==> src/core/ascc_pkg.sv <==
// Purpose: Shared constants for the converter sample and convert control block
// Assumes: 32-bit register port, 40 MHz clock
// Notes:   Offsets are word-aligned byte addresses
package ascc_pkg;

  // ********************************************************
  // Register offsets
  // ********************************************************
  localparam logic [7:0] ADDR_CONTROL_ONE        = 8'h00;
  localparam logic [7:0] ADDR_CONTROL_ONE_CLEAR  = 8'h04;
  localparam logic [7:0] ADDR_CONTROL_ONE_SET    = 8'h08;
  localparam logic [7:0] ADDR_CONTROL_ONE_INVERT = 8'h0C;
  localparam logic [7:0] ADDR_IRQ_STATUS         = 8'h10;
  localparam logic [7:0] ADDR_IRQ_MASK           = 8'h14;

  // ********************************************************
  // Control register field positions
  // ********************************************************
  localparam int POS_DONE      = 0;
  localparam int POS_SAMPLE    = 1;
  localparam int POS_AUTO      = 2;
  localparam int POS_STOP      = 4;
  localparam int POS_TRIG_LO   = 5;
  localparam int TRIG_WIDTH    = 3;

  // Writable bits of the control register; conversion status is hardware owned
  localparam logic [31:0] CONTROL_WRITE_MASK = 32'h0000_00F6;

  // ********************************************************
  // Reset values
  // ********************************************************
  localparam logic [2:0] RESET_TRIG   = 3'h0;
  localparam logic       RESET_STOP   = 1'b0;
  localparam logic       RESET_AUTO   = 1'b0;
  localparam logic       RESET_SAMPLE = 1'b0;
  localparam logic       RESET_DONE   = 1'b0;
  localparam logic [1:0] RESET_IRQ    = 2'h0;

  // ********************************************************
  // Interrupt status bits
  // ********************************************************
  localparam int IRQ_DONE_BIT  = 0;
  localparam int IRQ_STOP_BIT  = 1;
  localparam int IRQ_WIDTH     = 2;

  // ********************************************************
  // Trigger source encodings
  // ********************************************************
  localparam logic [2:0] TRIG_MANUAL   = 3'h0;
  localparam logic [2:0] TRIG_EXT_PIN  = 3'h1;
  localparam logic [2:0] TRIG_TIMER    = 3'h2;
  localparam logic [2:0] TRIG_COUNTER  = 3'h7;

  // ********************************************************
  // Timing
  // ********************************************************
  localparam int CLK_PERIOD_PS      = 25000;
  localparam int SAMPLE_TIME_NS     = 500;
  localparam int SAMPLE_CYCLES      = (SAMPLE_TIME_NS * 1000 + CLK_PERIOD_PS - 1) / CLK_PERIOD_PS;
  localparam int CONVERT_TIME_NS    = 300;
  localparam int CONVERT_CYCLES     = (CONVERT_TIME_NS * 1000 + CLK_PERIOD_PS - 1) / CLK_PERIOD_PS;

  typedef enum logic [1:0] {
    ASCC_IDLE,
    ASCC_SAMPLE,
    ASCC_CONVERT
  } ascc_state_type;

endpackage

==> src/core/ascc_edge_sync.sv <==
// Purpose: Two-stage synchroniser with rising-edge pulse output
// Assumes: Input is asynchronous to CLK
// Notes:   Pulse lasts one cycle per rising edge
`timescale 1ns/10ps
module ascc_edge_sync (
  input  wire logic clk,
  input  wire logic reset_n,
  input  wire logic async_in,
  output logic      level,
  output logic      rise
);

  logic stage_one;
  logic stage_two;
  logic stage_old;

  always_ff @(posedge clk or negedge reset_n) begin
    if (!reset_n) begin
      stage_one <= 1'b0;
      stage_two <= 1'b0;
      stage_old <= 1'b0;
    end else begin
      stage_one <= async_in;
      stage_two <= stage_one;
      stage_old <= stage_two;
    end
  end

  assign level = stage_two;
  assign rise  = stage_two & ~stage_old;

endmodule

==> src/core/ascc_top.sv <==
// Purpose: Sample and convert sequencing for a successive-approximation converter
// Assumes: Conversion end comes from the internal convert counter; trigger inputs are asynchronous pins
// Notes:   Register port has read data one cycle after the read strobe
//
// How it works
// - Trigger code 111 ends sampling from the internal sample counter.
// - Trigger code 010 uses timer three period match to start conversion.
// - Trigger code 001 uses rising edge on external pin zero.
// - Trigger code 000: software clearing sample enable starts conversion.
// - Stop bit set: first interrupt halts sequence and clears auto start.
// - Stop bit clear: conversions keep running and overwrite results.
// - Auto start set: sampling restarts after conversion, sample enable set.
// - Auto start clear: sampling begins only on software writing sample enable.
// - Sample enable reads one while sampling, zero while holding.
// - Done flag reads one after a finished conversion, else zero.
// - Software clear of done leaves sampling and conversion untouched.
// - In automatic mode hardware clears done one cycle after next sample begins.
// - Clear alias clears written-one bits, done included, leaves others and bit 3.
// - Set alias sets written-one bits, leaves others and read-only bits.
// - Invert alias toggles written-one bits, leaves others and read-only bits.
//
// The placing of the registers and the strobed register port were chosen for this implementation.
`timescale 1ns/10ps
module ascc_top
  import ascc_pkg::*;
#(
  parameter int SAMPLE_COUNT  = SAMPLE_CYCLES,
  parameter int CONVERT_COUNT = CONVERT_CYCLES
) (
  input  wire logic        CLK,
  input  wire logic        RESET_N,
  input  wire logic [7:0]  ADDR,
  input  wire logic [31:0] WDATA,
  input  wire logic        WR,
  input  wire logic        RD,
  output logic      [31:0] RDATA,
  input  wire logic        TIMER_MATCH,
  input  wire logic        EXT_IRQ_ZERO_PIN,
  output logic             CONVERT_START,
  output logic             SAMPLING,
  output logic             IRQ
);

  // ********************************************************
  // Parameter checks
  // ********************************************************
  // Counts must fit the 8-bit sequencer counter
  if (SAMPLE_COUNT < 1 || SAMPLE_COUNT > 255 || CONVERT_COUNT < 1 || CONVERT_COUNT > 255) begin : g_count_check
    $error("ascc_top: counts must lie in 1..255");
  end

  // ********************************************************
  // Reset release
  // ********************************************************
  logic reset_meta;
  logic rst_n;

  always_ff @(posedge CLK or negedge RESET_N) begin
    if (!RESET_N) begin
      reset_meta <= 1'b0;
      rst_n      <= 1'b0;
    end else begin
      reset_meta <= 1'b1;
      rst_n      <= reset_meta;
    end
  end

  // ********************************************************
  // Trigger inputs
  // ********************************************************
  logic timer_rise;
  logic pin_rise;

  ascc_edge_sync timer_sync (
    .clk      (CLK),
    .reset_n  (rst_n),
    .async_in (TIMER_MATCH),
    .level    (),
    .rise     (timer_rise)
  );

  ascc_edge_sync pin_sync (
    .clk      (CLK),
    .reset_n  (rst_n),
    .async_in (EXT_IRQ_ZERO_PIN),
    .level    (),
    .rise     (pin_rise)
  );

  // ********************************************************
  // Register decode
  // ********************************************************
  function automatic logic hit(input logic [7:0] addr, input logic [7:0] target);
    hit = (addr == target);
  endfunction

  // Alias write resolves to the new control image
  function automatic logic [31:0] alias_apply(input logic [7:0] addr, input logic [31:0] cur,
                                              input logic [31:0] data);
    logic [31:0] sel;
    sel = data & CONTROL_WRITE_MASK;
    if (hit(addr, ADDR_CONTROL_ONE_CLEAR)) begin
      alias_apply = cur & ~sel;
    end else if (hit(addr, ADDR_CONTROL_ONE_SET)) begin
      alias_apply = cur | sel;
    end else if (hit(addr, ADDR_CONTROL_ONE_INVERT)) begin
      alias_apply = cur ^ sel;
    end else begin
      alias_apply = (cur & ~CONTROL_WRITE_MASK) | sel;
    end
  endfunction

  logic [2:0]  trigger_source_select;
  logic        stop_on_first_irq;
  logic        auto_sample_start;
  logic        sample_enable;
  logic        done;
  logic [1:0]  irq_status;
  logic [1:0]  irq_mask;

  logic [31:0] control_image;
  logic        ctrl_write;
  logic [31:0] next_control;

  always_comb begin
    control_image = 32'h0000_0000;
    control_image[POS_DONE]   = done;
    control_image[POS_SAMPLE] = sample_enable;
    control_image[POS_AUTO]   = auto_sample_start;
    control_image[POS_STOP]   = stop_on_first_irq;
    control_image[POS_TRIG_LO +: TRIG_WIDTH] = trigger_source_select;
  end

  assign ctrl_write = WR & (hit(ADDR, ADDR_CONTROL_ONE) | hit(ADDR, ADDR_CONTROL_ONE_CLEAR) |
                            hit(ADDR, ADDR_CONTROL_ONE_SET) | hit(ADDR, ADDR_CONTROL_ONE_INVERT));
  assign next_control = alias_apply(ADDR, control_image, WDATA);

  // Done clear is its own path since done is not in the write mask
  logic done_sw_clear;
  assign done_sw_clear = WR & hit(ADDR, ADDR_CONTROL_ONE_CLEAR) & WDATA[POS_DONE];

  // ********************************************************
  // Sequencer
  // ********************************************************
  ascc_state_type state;
  logic [7:0]     count;
  logic           sample_end;
  logic           convert_end;
  logic           sw_sample_clear;
  logic           sw_sample_set;

  assign sw_sample_set   = ctrl_write & next_control[POS_SAMPLE] & ~sample_enable;
  assign sw_sample_clear = ctrl_write & ~next_control[POS_SAMPLE] & sample_enable;
  assign convert_end     = (state == ASCC_CONVERT) && (count == 8'(CONVERT_COUNT - 1));

  always_comb begin
    sample_end = 1'b0;
    unique case (trigger_source_select)
      TRIG_COUNTER: sample_end = (count == 8'(SAMPLE_COUNT - 1));
      TRIG_TIMER:   sample_end = timer_rise;
      TRIG_EXT_PIN: sample_end = pin_rise;
      TRIG_MANUAL:  sample_end = sw_sample_clear;
      default:      sample_end = 1'b0;
    endcase
  end

  always_ff @(posedge CLK or negedge rst_n) begin
    if (!rst_n) begin
      state <= ASCC_IDLE;
      count <= 8'h00;
    end else begin
      unique case (state)
        ASCC_IDLE: begin
          count <= 8'h00;
          if (sw_sample_set) begin
            state <= ASCC_SAMPLE;
          end
        end
        ASCC_SAMPLE: begin
          count <= count + 8'h01;
          if (sample_end) begin
            state <= ASCC_CONVERT;
            count <= 8'h00;
          end else if (ctrl_write && !next_control[POS_SAMPLE]) begin
            state <= ASCC_IDLE;
          end
        end
        ASCC_CONVERT: begin
          count <= count + 8'h01;
          if (convert_end) begin
            count <= 8'h00;
            if (auto_sample_start && !stop_on_first_irq) begin
              state <= ASCC_SAMPLE;
            end else begin
              state <= ASCC_IDLE;
            end
          end
        end
      endcase
    end
  end

  logic restart;
  logic restart_pending;
  assign restart = convert_end & auto_sample_start & ~stop_on_first_irq;

  // ********************************************************
  // Control bits
  // ********************************************************
  always_ff @(posedge CLK or negedge rst_n) begin
    if (!rst_n) begin
      trigger_source_select <= RESET_TRIG;
      stop_on_first_irq     <= RESET_STOP;
      auto_sample_start     <= RESET_AUTO;
    end else begin
      if (ctrl_write) begin
        trigger_source_select <= next_control[POS_TRIG_LO +: TRIG_WIDTH];
        stop_on_first_irq     <= next_control[POS_STOP];
        auto_sample_start     <= next_control[POS_AUTO];
      end
      if (convert_end && stop_on_first_irq) begin
        auto_sample_start <= 1'b0;
      end
    end
  end

  always_ff @(posedge CLK or negedge rst_n) begin
    if (!rst_n) begin
      sample_enable <= RESET_SAMPLE;
    end else if (restart) begin
      sample_enable <= 1'b1;
    end else if (state == ASCC_SAMPLE && sample_end) begin
      sample_enable <= 1'b0;
    end else if (ctrl_write && state != ASCC_CONVERT) begin
      sample_enable <= next_control[POS_SAMPLE];
    end
  end

  // done flag, set wins over clear
  always_ff @(posedge CLK or negedge rst_n) begin
    if (!rst_n) begin
      done <= RESET_DONE;
    end else if (convert_end) begin
      done <= 1'b1;
    end else if (done_sw_clear || restart_pending) begin
      done <= 1'b0;
    end
  end

  // Automatic restart clears done one cycle after it was set, one cycle after sampling begins
  always_ff @(posedge CLK or negedge rst_n) begin
    if (!rst_n) begin
      restart_pending <= 1'b0;
    end else begin
      restart_pending <= restart;
    end
  end

  // ********************************************************
  // Interrupts
  // ********************************************************
  logic [1:0] irq_event;
  logic       status_read;

  assign irq_event[IRQ_DONE_BIT] = convert_end;
  assign irq_event[IRQ_STOP_BIT] = convert_end & stop_on_first_irq;
  assign status_read = RD & hit(ADDR, ADDR_IRQ_STATUS);

  always_ff @(posedge CLK or negedge rst_n) begin
    if (!rst_n) begin
      irq_status <= RESET_IRQ;
    end else begin
      irq_status <= (status_read ? 2'h0 : irq_status) | irq_event;
    end
  end

  always_ff @(posedge CLK or negedge rst_n) begin
    if (!rst_n) begin
      irq_mask <= RESET_IRQ;
    end else if (WR && hit(ADDR, ADDR_IRQ_MASK)) begin
      irq_mask <= WDATA[IRQ_WIDTH-1:0];
    end
  end

  // ********************************************************
  // Outputs and read data
  // ********************************************************
  always_ff @(posedge CLK or negedge rst_n) begin
    if (!rst_n) begin
      IRQ           <= 1'b0;
      CONVERT_START <= 1'b0;
      SAMPLING      <= 1'b0;
    end else begin
      IRQ           <= |(irq_status & irq_mask);
      CONVERT_START <= (state == ASCC_SAMPLE) && sample_end;
      SAMPLING      <= sample_enable;
    end
  end

  always_ff @(posedge CLK or negedge rst_n) begin
    if (!rst_n) begin
      RDATA <= 32'h0000_0000;
    end else if (RD && hit(ADDR, ADDR_CONTROL_ONE)) begin
      RDATA <= control_image;
    end else if (RD && hit(ADDR, ADDR_IRQ_STATUS)) begin
      RDATA <= {30'h0, irq_status};
    end else if (RD && hit(ADDR, ADDR_IRQ_MASK)) begin
      RDATA <= {30'h0, irq_mask};
    end else begin
      RDATA <= 32'h0000_0000;
    end
  end

  // ********************************************************
  // Checks
  // ********************************************************
  done_on_finish_a: assert property (@(posedge CLK) disable iff (!rst_n)
    convert_end |=> done)
    else $error("done not set after conversion end");

  stop_clears_auto_a: assert property (@(posedge CLK) disable iff (!rst_n)
    convert_end && stop_on_first_irq |=> !auto_sample_start && state == ASCC_IDLE)
    else $error("stop bit did not halt sequence");

  auto_restart_a: assert property (@(posedge CLK) disable iff (!rst_n)
    restart |=> sample_enable && state == ASCC_SAMPLE)
    else $error("auto restart failed");

  done_auto_clear_a: assert property (@(posedge CLK) disable iff (!rst_n)
    restart |=> ##1 !done)
    else $error("done persisted into next sample");

  sample_reads_a: assert property (@(posedge CLK) disable iff (!rst_n)
    state == ASCC_CONVERT |-> !sample_enable)
    else $error("sample enable high while holding");

  timer_trigger_a: assert property (@(posedge CLK) disable iff (!rst_n)
    state == ASCC_SAMPLE && trigger_source_select == TRIG_TIMER && timer_rise |=> state == ASCC_CONVERT)
    else $error("timer match did not start conversion");

  pin_trigger_a: assert property (@(posedge CLK) disable iff (!rst_n)
    state == ASCC_SAMPLE && trigger_source_select == TRIG_EXT_PIN && pin_rise |=> state == ASCC_CONVERT)
    else $error("pin edge did not start conversion");

  clear_alias_a: assert property (@(posedge CLK) disable iff (!rst_n)
    WR && hit(ADDR, ADDR_CONTROL_ONE_CLEAR) && WDATA[POS_STOP] |=> !stop_on_first_irq)
    else $error("clear alias failed");

  set_alias_a: assert property (@(posedge CLK) disable iff (!rst_n)
    WR && hit(ADDR, ADDR_CONTROL_ONE_SET) && WDATA[POS_STOP] |=> stop_on_first_irq)
    else $error("set alias failed");

  irq_raise_a: assert property (@(posedge CLK) disable iff (!rst_n)
    convert_end && irq_mask[IRQ_DONE_BIT] |-> ##2 IRQ)
    else $error("completion interrupt missing");

endmodule

==> config.mk <==
export PLATFORM = sky130hd
export DESIGN_NAME = ascc_top
export DESIGN_NICKNAME = d
export VERILOG_FILES = /design/src/core/ascc_pkg.sv /design/src/core/ascc_edge_sync.sv /design/src/core/ascc_top.sv
export SDC_FILE = /design/constraint.sdc
export NUM_CORES = 1
export LEC_CHECK = 0
export BUFFER_PORTS_ARGS = -buffer_cell sky130_fd_sc_hd__buf_2
export CAP_MARGIN = 5
export CORE_MARGIN = 1
export CORE_UTILIZATION = 45
export DETAILED_ROUTE_END_ITERATION = 16
export PLACE_DENSITY = 0.73
export SLEW_MARGIN = 20
export SYNTH_ARGS = -nofsm -noshare
export SYNTH_HDL_FRONTEND = slang
export SYNTH_SLANG_ARGS = --single-unit
==> constraint.sdc <==
create_clock -name CLK -period 3.25 [get_ports CLK]
set_input_delay 0.325 -clock CLK [delete_from_list [all_inputs] [get_ports CLK]]
set_output_delay 0.325 -clock CLK [all_outputs]
set_load 0.1 [all_outputs]
### Word level (Yosys, flattened, before mapping)

Index checks and enable logic that the tools add are counted.

| word-level totals | value |
|---|---|
| register bits after elaboration | 65 |

| cells by class | value |
|---|---|
| reduce and logical (&&, ||, !) cells | 21 |
| bitwise operators | 28 |
| mux-type cells | 24 |
| equal/unequal tests | 16 |
| add/subtract/negate cells | 1 |

Operators by type and width:

| operator | number |
|---|---|
| $mux W8 | 6 |
| $eq A8 B4 Y1 const B | 3 |
| $eq A8 B5 Y1 const B | 3 |
| $pmux W8 S3 | 1 |
| $mux W2 | 7 |
| $and A1 B1 Y1 | 13 |
| $logic_and A1 B1 Y1 | 10 |
| $add A8 B1 Y8 const B | 1 |
| $and A8 B8 Y8 | 1 |
| $eq A8 B3 Y1 const B | 1 |
| $logic_not A8 Y1 | 1 |
| $mux W1 | 8 |
| $not A8 Y8 | 1 |
| $or A1 B8 Y8 | 1 |
| $or A8 B8 Y8 | 1 |
| $xor A8 B8 Y8 | 1 |
| $ne A2 B2 Y1 const B | 3 |
| $pmux W2 S3 | 1 |
| $not A1 Y1 | 5 |
| $pmux W1 S4 | 1 |
| $reduce_bool A2 Y1 | 2 |
| $eq A3 B1 Y1 const B | 1 |
| $eq A3 B2 Y1 const B | 1 |
| $eq A3 B3 Y1 const B | 1 |
| 13 further kinds | 16 |

### Depth between registers and ports, before layout

Gate-level depths: netlist (run 1).

| depth | value |
|---|---|
| depth in word-level cells | 11 |
| gate-level depth with buffers | 8 |
| depth with buffers taken out | 8 |

### By module

From an unflattened synthesis (run 1), not the netlist that was laid out.

| second synthesis, totals | value |
|---|---|
| cell total of the unflattened synthesis | 232 |
| area total of the unflattened synthesis | 2,290.9 sq um |

Modules (own cells, without submodules):

| module | sequential area each (sq um) | cells an instance | area an instance (sq um) | times used |
|---|---|---|---|---|
| ascc_top | 850.8 | 224 | 2,113.3 | 1 |
| ascc_edge_sync | 75.1 | 4 | 88.8 | 2 |

### Worst setup path after synthesis (run 1)

No wires, ideal clock.

| timing path | value |
|---|---|
| kind | input port to flip-flop |
| from | input ADDR[5] |
| to | register stop_on_first_irq |
| path slack | 1.261 ns |
| setup time | 0.137 ns |
| buffers on the path | 2 |
| arrival time | 1.851 ns |
| stages | 8 |
| data required time | 3.113 ns |
| cell sequence | or4_4 > buf_6 > nor2_4 > and3_1 > buf_6 > mux2_2 > a21oi_1 > o21ai_0 |

| between the ends | value |
|---|---|
| cells in the longest elaborated chain, start to end | 5 |

RTL lines:

| element | line | source |
|---|---|---|
| from (decl) | ascc_top.sv:32 | `input wire logic [7:0] ADDR,` |
| $eq A8 B3 Y1 or $logic_not A8 Y1 (tied branches) | ascc_top.sv:94 | `hit = (addr == target);` |
| $or A1 B1 Y1 (2 in a row) | ascc_top.sv:134 | `assign ctrl_write = WR & (hit(ADDR, ADDR_CONTROL_ONE) \| hit(ADDR, ADDR_CONTROL_ONE_CLEAR) \|` |
| $or A1 B1 Y1 | ascc_top.sv:135 | `hit(ADDR, ADDR_CONTROL_ONE_SET) \| hit(ADDR, ADDR_CONTROL_ONE_INVERT));` |
| $and A1 B1 Y1 | ascc_top.sv:134 |  |
| to (signal assigned) | ascc_top.sv:218 | `stop_on_first_irq <= next_control[POS_STOP];` |
| to (decl) | ascc_top.sv:114 | `logic stop_on_first_irq;` |

Parallel ways exist; a longest one is shown, timed or not.
A chain may end at the register's enable or synchronous reset.

### Final worst setup path (run 1)

| timing path | value |
|---|---|
| from | register sample_enable |
| to | register state[1] |

| between the ends | value |
|---|---|
| cells in the longest elaborated chain, start to end | 10 |

RTL lines:

| element | line | source |
|---|---|---|
| from (decl) | ascc_top.sv:116 | `logic sample_enable;` |
| from (signal assigned) | ascc_top.sv:235 | `sample_enable <= next_control[POS_SAMPLE];` |
| $xor A8 B8 Y8 | ascc_top.sv:107 | `alias_apply = cur ^ sel;` |
| $mux W8 | ascc_top.sv:106 | `end else if (hit(addr, ADDR_CONTROL_ONE_INVERT)) begin` |
| $mux W8 | ascc_top.sv:104 | `end else if (hit(addr, ADDR_CONTROL_ONE_SET)) begin` |
| $mux W8 | ascc_top.sv:102 | `if (hit(addr, ADDR_CONTROL_ONE_CLEAR)) begin` |
| $not A1 Y1 | ascc_top.sv:153 | `assign sw_sample_clear = ctrl_write & ~next_control[POS_SAMPLE] & sample_enable;` |
| $and A1 B1 Y1 (2 in a row) | ascc_top.sv:153 |  |
| $pmux W1 S4 | ascc_top.sv:158 | `unique case (trigger_source_select)` |
| $ne A3 B3 Y1 (no line) or $mux W2 (tied branches) | n/a |  |
| $reduce_and A3 Y1 (no line) or $pmux W2 S3 (tied branches) | n/a |  |
| to (signal assigned) | ascc_top.sv:169 | `state <= ASCC_IDLE;` |
| to (signal assigned) | ascc_top.sv:176 | `state <= ASCC_SAMPLE;` |
| to (signal assigned) | ascc_top.sv:182 | `state <= ASCC_CONVERT;` |
| to (decl) | ascc_top.sv:145 | `ascc_state_type state;` |

Parallel ways exist; a longest one is shown, timed or not.

==> results of run 1 <==
==> cells in the mapped netlist (all sizes together) (4+ instances only) <==
master	n	area share
a21oi	9	0.020
inv	18	0.029
mux2i	4	0.017
mux2	4	0.020
o21ai	10	0.025
buf	29	0.096
a211oi	5	0.016
and3	5	0.014
nand3	5	0.011
nor2	22	0.039
nand2b	5	0.014
dfrtp	40	0.44
nor3	8	0.017
ha	16	0.087
nand2	17	0.028
==> stage by stage <==
stage / setup slack [ns] / power (mW) / std cells / hold slack, ns
6_report: 0.927 / 1.27 / 338 / 0.130
3_5_place_dp: 0.958 / 0.931 / 329 / 0.110
3_3_place_gp: 0.957 / 0.924 / 329 / 0.111
4_1_cts: 0.933 / 1.28 / 338 / 0.124
5_1_grt: 0.740 / 1.34 / 338 / 0.107
2_1_floorplan: 1.26 / 0.892 / 261 / 0.0294
==> sequential cells by signal (all words and copies together) (netlist names), 2 cells and up <==
register,cells
irq_mask,2
trigger_source_select,3
count,8
irq_status,2
RDATA,7
state,2
==> repair_timing <==
action,in CTS,in global routing
gates resized for setup,0,0
hold buffers,1,0
setup endpoints to repair,0,0
endpoints found under the hold margin,2,0
==> layout by cell type (no fill, tap or decap), types with 5 or more instances in the layout <==
| cell | instances |
|---|---|
| nand2b_1 | 5 |
| nor2_1 | 21 |
| ha_1 | 16 |
| nand3_1 | 5 |
| clkbuf_8 | 6 |
| o21ai_0 | 6 |
| inv_1 | 18 |
| a21oi_1 | 9 |
| nor3_1 | 8 |
| and3_1 | 5 |
| nand2_1 | 17 |
| dfrtp_1 | 40 |
| buf_2 | 30 |
| conb_1 | 26 |
| a211oi_1 | 5 |
==> worst max-delay path: cells and delay by family (launching register included) <==
kind,cells,cell delay (ns)
buf+inv,1,0.08
simple gates,2,0.38
mux,1,0.21
compound gates,3,0.79
fa+ha+maj,1,0.28
flops,1,0.51
==> logic make-up after synthesis <==
kind of cell	synth area share
flops	0.435
compound gates	0.111
fa+ha+maj	0.0870
xor+xnor	0.0190
simple gates	0.179
other cells	0.00326
mux	0.0370
buf+inv	0.128
==> report_power, final <==
part | internal (mW) | switching [mW] | total, mW
Combinational | 0.0868 | 0.272 | 0.359
Sequential | 0.533 | 0.0288 | 0.562
Clock | 0.172 | 0.177 | 0.349
==> area by class of cell <==
cell class,instances,share of cell area
flip-flops and latches,40,0.397
well taps,67,0.0333
repair buffers,33,0.0695
clock buffers,6,0.0328
clock inverters,2,0.00596
multi-input cells,172,0.434
inverters,18,0.0268
==> routing by layer <==
layer | vias to the layer above | routed length (um)
met4 | 0 | 102
met2 | 60 | 1820
met5 | - | 0
li1 | 830 | -
met1 | 783 | 1820
met3 | 12 | 240
==> path summary, 6_finish.rpt <==
check                                           from                                   end  slack [ns]
hold reg to reg                      rst_n$_DFF_PN0_  trigger_source_select[0]$_DFFE_PN0N_        0.29
min in group asynchronous            rst_n$_DFF_PN0_  trigger_source_select[0]$_DFFE_PN0N_        0.29
max in group asynchronous            rst_n$_DFF_PN0_               CONVERT_START$_DFF_PN0_        2.64
hold / removal                      EXT_IRQ_ZERO_PIN          pin_sync.stage_one$_DFF_PN0_        0.13
setup / recovery           sample_enable$_DFFE_PN0P_                  state[1]$_DFFE_PN0P_        0.93
setup reg to reg           sample_enable$_DFFE_PN0P_                  state[1]$_DFFE_PN0P_        0.93
==> impl_metrics.env, run 1 <==
export IMPL_clk_latency_ns=0.30
export IMPL_crit_path_start_kind="register"
export IMPL_wl_mm=3.98
export IMPL_yosys_register_bits=40
export IMPL_utilization=0.523
export IMPL_fin_crit_ns=2.32
export IMPL_gp_congestion=0.817
export IMPL_cp_max_fo=7
export IMPL_busiest_layer="met2"
export IMPL_rsz0062_at_grt="false"
export IMPL_clk_pin_slew_ns=0.08
export IMPL_syn_to_final_growth_pct=9.52
export IMPL_antenna_left=0
export IMPL_tritoncts="built"
export IMPL_worst_endpoint_arrival_ns=2.54
export IMPL_synth_area_per_cell_um2=9.71
export IMPL_synthArstFlopShare=1.00
export IMPL_synth_cell_area_mm2=0.00230
export IMPL_cts_made_buffers=5
export IMPL_multi_input_area_mm2=0.00109
export IMPL_ctsRootBufferMaster="clkbuf_8"
export IMPL_first_global_vias=1526
export IMPL_required_ns=3.46
export IMPL_period_share=0.715
export IMPL_post_dp_hpwl_mm=2.98
export IMPL_dieArea_mm2=0.00540
export IMPL_cts_setup_buffers=0
export IMPL_io_buffers=30
export IMPL_stdcell_area_mm2=0.00252
export IMPL_dpl_cell_area_mm2=0.00241
export IMPL_power_density_mw_per_mm2=504
export IMPL_dr_total_vias=1685
export IMPL_crit_path_max_incr_delay_ns=0.51
export IMPL_dr_pass1_iters=4
export IMPL_fillCellCount=464
export IMPL_ir_drop_uv=298
export IMPL_die_y_um=73.5
export IMPL_regArea_mm2=0.00100
export IMPL_synth_cell_types=45
export IMPL_grt_use_total=0.162
export IMPL_clock_fmax_mhz=430
export IMPL_hold_path_depth=1
export IMPL_synth_edf_count=0
export IMPL_slew_headroom=0.623
export IMPL_setup_worst_path_end_class="register"
export IMPL_drive_gt1_frac=0.188
export IMPL_viasPerCell=4.99
export IMPL_hold_path_class="input port to register"
export IMPL_skew_ns=0.00942
export IMPL_antenna_found_initial=0
export IMPL_timing_final_hold_violations=0
export IMPL_tns_ns=0
export IMPL_htree_levels=2
export IMPL_io_pins=81
export IMPL_grt_pass1_wl_mm=6.53
export IMPL_route_detailed_drc=0
export IMPL_grt_max_degree=39
export IMPL_post_drt_wl_per_cell_um=11.8
export IMPL_grt_use_met2=0.269
export IMPL_grt_use_met1=0.193
export IMPL_status="finished, final reports clean"
export IMPL_maxCapViolations=0
export IMPL_rr_worst_depth=8
export IMPL_met3_usage=0.0535
export IMPL_clkSinkCount=40
export IMPL_cpMaxStageDelayCell="dfrtp_1"
export IMPL_leakagePower_nw=1.25
export IMPL_drtIter0Drc=82
export IMPL_coreArea_mm2=0.00482
export IMPL_grt_overflow=0
export IMPL_criticalPathCategory="register to register"
export IMPL_final_nets=332
export IMPL_start_util=0.478
export IMPL_n_antenna_cell=0
export IMPL_cts_path_max_buffers=2
export IMPL_synth_cells=237
export IMPL_drv_slew=0
export IMPL_yosysSeqAreaShare=0.435
export IMPL_synth_ff_type="dfrtp_1"
export IMPL_worstMarginPinSlew_ns=0.560
export IMPL_core_rowCount=25
export IMPL_finalSetupViolCount=0
export IMPL_crit_chain="inv_1 -> ha_1 -> and3_1 -> o41ai_1 -> o21ai_1 -> nor4b_1 -> o21ai_2 -> mux2i_1"
export IMPL_yosysWarnings=0
export IMPL_die_w_um=73.5
Note: power is estimated with default switching activity, not from simulation.
==> run 2, diff against run 1 <==
==> constraint.sdc (replaced) <==
create_clock -name CLK -period 2.3 [get_ports CLK]
set_input_delay 0.23 -clock CLK [delete_from_list [all_inputs] [get_ports CLK]]
set_output_delay 0.23 -clock CLK [all_outputs]
set_load 0.1 [all_outputs]
==> run 2 against run 1 <==
  * Flip-flop and latch count stayed put
  * Fmax is 12% higher
  * Hold slack worse by 0.090 ns
  * Critical endpoint unchanged
  * Highest routed layer unchanged
==> impl_metrics.env, run 2 (same netlist as run 1, synthesis figures left out) <==
export IMPL_largest_reg_flops=8
export IMPL_gp_congestion=0.800
export IMPL_cts_made_buffers=5
export IMPL_final_common_cell="dfrtp_1"
export IMPL_antenna_left=0
export IMPL_clk_latency_ns=0.29
export IMPL_cts_setup_buffers=0
export IMPL_fin_crit_ns=2.07
export IMPL_grt_pass1_wl_mm=6.82
export IMPL_met3_length_um=185
export IMPL_cp_top_family="compound AO/OA/AOI/OAI gates"
export IMPL_startpoint="sample_enable$_DFFE_PN0P_"
export IMPL_crit_chain="inv_1 -> ha_1 -> and3_1 -> o41ai_2 -> o21ai_1 -> nor4b_1 -> o21ai_2 -> mux2i_1"
export IMPL_die_w_um=73.5
export IMPL_n_antenna_cell=0
export IMPL_io_buffers=30
export IMPL_io_pins=81
export IMPL_period_share=0.900
export IMPL_r2r_start="sample_enable$_DFFE_PN0P_"
export IMPL_die_y_um=73.5
export IMPL_timing_final_hold_violations=0
export IMPL_worst_path_buf_inv=1
export IMPL_required_ns=2.51
export IMPL_post_drt_wl_per_cell_um=11.8
export IMPL_drv_slew=0
export IMPL_wl_mm=4.00
export IMPL_rr_worst_depth=8
export IMPL_power_density_mw_per_mm2=735
export IMPL_rrSetupSlack_ns=0.23
export IMPL_criticalPathCategory="register to register"
export IMPL_viasPerCell=4.89
export IMPL_layout_common_cells="dfrtp_1, buf_2, conb_1"
export IMPL_met1_length_mm=1.83
export IMPL_grt_overflow=0
export IMPL_clkSinkCount=40
export IMPL_antenna_found_initial=0
export IMPL_tritoncts="built"
export IMPL_first_global_vias=1585
export IMPL_dp_slack_ns=0.0970
export IMPL_drtIter0Drc=99
export IMPL_syn_to_final_growth_pct=10.8
export IMPL_setup_worst_path_end_class="register"
export IMPL_ir_drop_uv=476
export IMPL_worst_endpoint_arrival_ns=2.28
export IMPL_post_dp_hpwl_mm=3.07
export IMPL_reg_top3="count (8), RDATA (7), trigger_source_select (3)"
export IMPL_route_detailed_drc=0
export IMPL_start_util=0.478
export IMPL_clock_fmax_mhz=483
export IMPL_drive_gt1_frac=0.195
export IMPL_fillCellCount=464
export IMPL_grt_use_total=0.167
export IMPL_regMostFlops="count"
export IMPL_critPathCapture="state[1]$_DFFE_PN0P_"
export IMPL_slew_headroom=0.631
export IMPL_skew_ns=0.00670
export IMPL_cp_max_fo=2
export IMPL_worst_path_stages=8
export IMPL_coreArea_mm2=0.00482
export IMPL_tns_ns=0
export IMPL_finalSetupViolCount=0
export IMPL_crit_path_max_incr_delay_ns=0.39
export IMPL_cpMaxStageDelayCell="dfrtp_1"
export IMPL_dp_cells=330
export IMPL_worstMarginPinSlew_ns=0.549
export IMPL_final_nets=333
export IMPL_dieArea_mm2=0.00540
export IMPL_leakagePower_nw=1.27
export IMPL_ctsRootBufferMaster="clkbuf_8"
export IMPL_reg2reg_to="state[1]$_DFFE_PN0P_"
export IMPL_wl_met2_mm=1.92
export IMPL_setup_ws_ns=0.229
export IMPL_rsz0062_at_grt="false"
export IMPL_final_cell_count_no_fill=339
export IMPL_maxCapViolations=0
export IMPL_top_layer="met4"
export IMPL_cts_path_max_buffers=2
export IMPL_dr_total_vias=1659
export IMPL_dr_pass1_iters=4
export IMPL_htree_levels=2
export IMPL_core_rowCount=25
export IMPL_crit_path_start_kind="register"
export IMPL_clk_pin_slew_ns=0.08
export IMPL_status="finished, final reports clean"
export IMPL_utilization=0.529
export IMPL_grt_max_degree=39
export IMPL_hold_path_class="input port to register"
run 2: cell count changes in the layout (fill, tap and decap cells not counted):
| cell | previous run | this run |
|---|---|---|
| o41ai_2 | 0 | 1 |
| clkinv_2 | 0 | 1 |
| buf_4 | 2 | 3 |
| clkbuf_8 | 6 | 5 |
| o41ai_1 | 1 | 0 |
| clkinvlp_4 | 2 | 1 |
| bufinv_16 | 0 | 1 |
run 2: metrics by stage:
stage               power, mW  hold slack [ns]  instance area [um2]
floorplan                1.26          -0.0656                 2390
global placement         1.31           0.0162                 2420
detailed placement       1.32           0.0171                 2420
CTS                      1.89           0.0271                 2540
global route             1.98           0.0226                 2550
finish                   1.87           0.0400                 2550
run 2: layout make-up:
cell class,count,area (um2),share of cell area
Sequential cell,40,1000,0.393
Timing Repair Buffer,34,183,0.0717
Clock inverter,3,42.5,0.0167
Inverter,18,67.6,0.0265
Multi-Input combinational cell,172,1100,0.433
Tap cell,67,83.8,0.0329
Clock buffer,5,68.8,0.0270
run 2: worst min-delay path by stage:
stage                startpoint  slack [ns]  cells after the start                              to
detailed placement      RESET_N        0.02                      1            reset_meta$_DFF_PN0_
global placement        RESET_N        0.02                      1            reset_meta$_DFF_PN0_
floorplan               RESET_N       -0.07                      0            reset_meta$_DFF_PN0_
finish              TIMER_MATCH        0.04                      1  timer_sync.stage_one$_DFF_PN0_
CTS                 TIMER_MATCH        0.03                      1  timer_sync.stage_one$_DFF_PN0_
global route        TIMER_MATCH        0.02                      1  timer_sync.stage_one$_DFF_PN0_
run 2: timing repair:
item / 4_1_cts / 5_1_grt
hold buffers: 1 / 0
setup endpoints to repair: 0 / 2
gates resized for setup: 0 / 1
hold endpoints to repair: 2 / 0
run 2: power by group:
| group | leakage, nW | total [mW] | internal (mW) | switching, mW |
|---|---|---|---|---|
| combinational | 0.686 | 0.521 | 0.127 | 0.393 |
| clock | 0.0541 | 0.566 | 0.321 | 0.245 |
| sequential | 0.529 | 0.787 | 0.753 | 0.0345 |
run 2: layer usage:
metal / vias to the layer above / GRT usage
li1: 827 / -
met1: 781 / 0.198
met2: 44 / 0.293
met3: 7 / 0.0370
met4: 0 / 0.0684
met5: - / 0
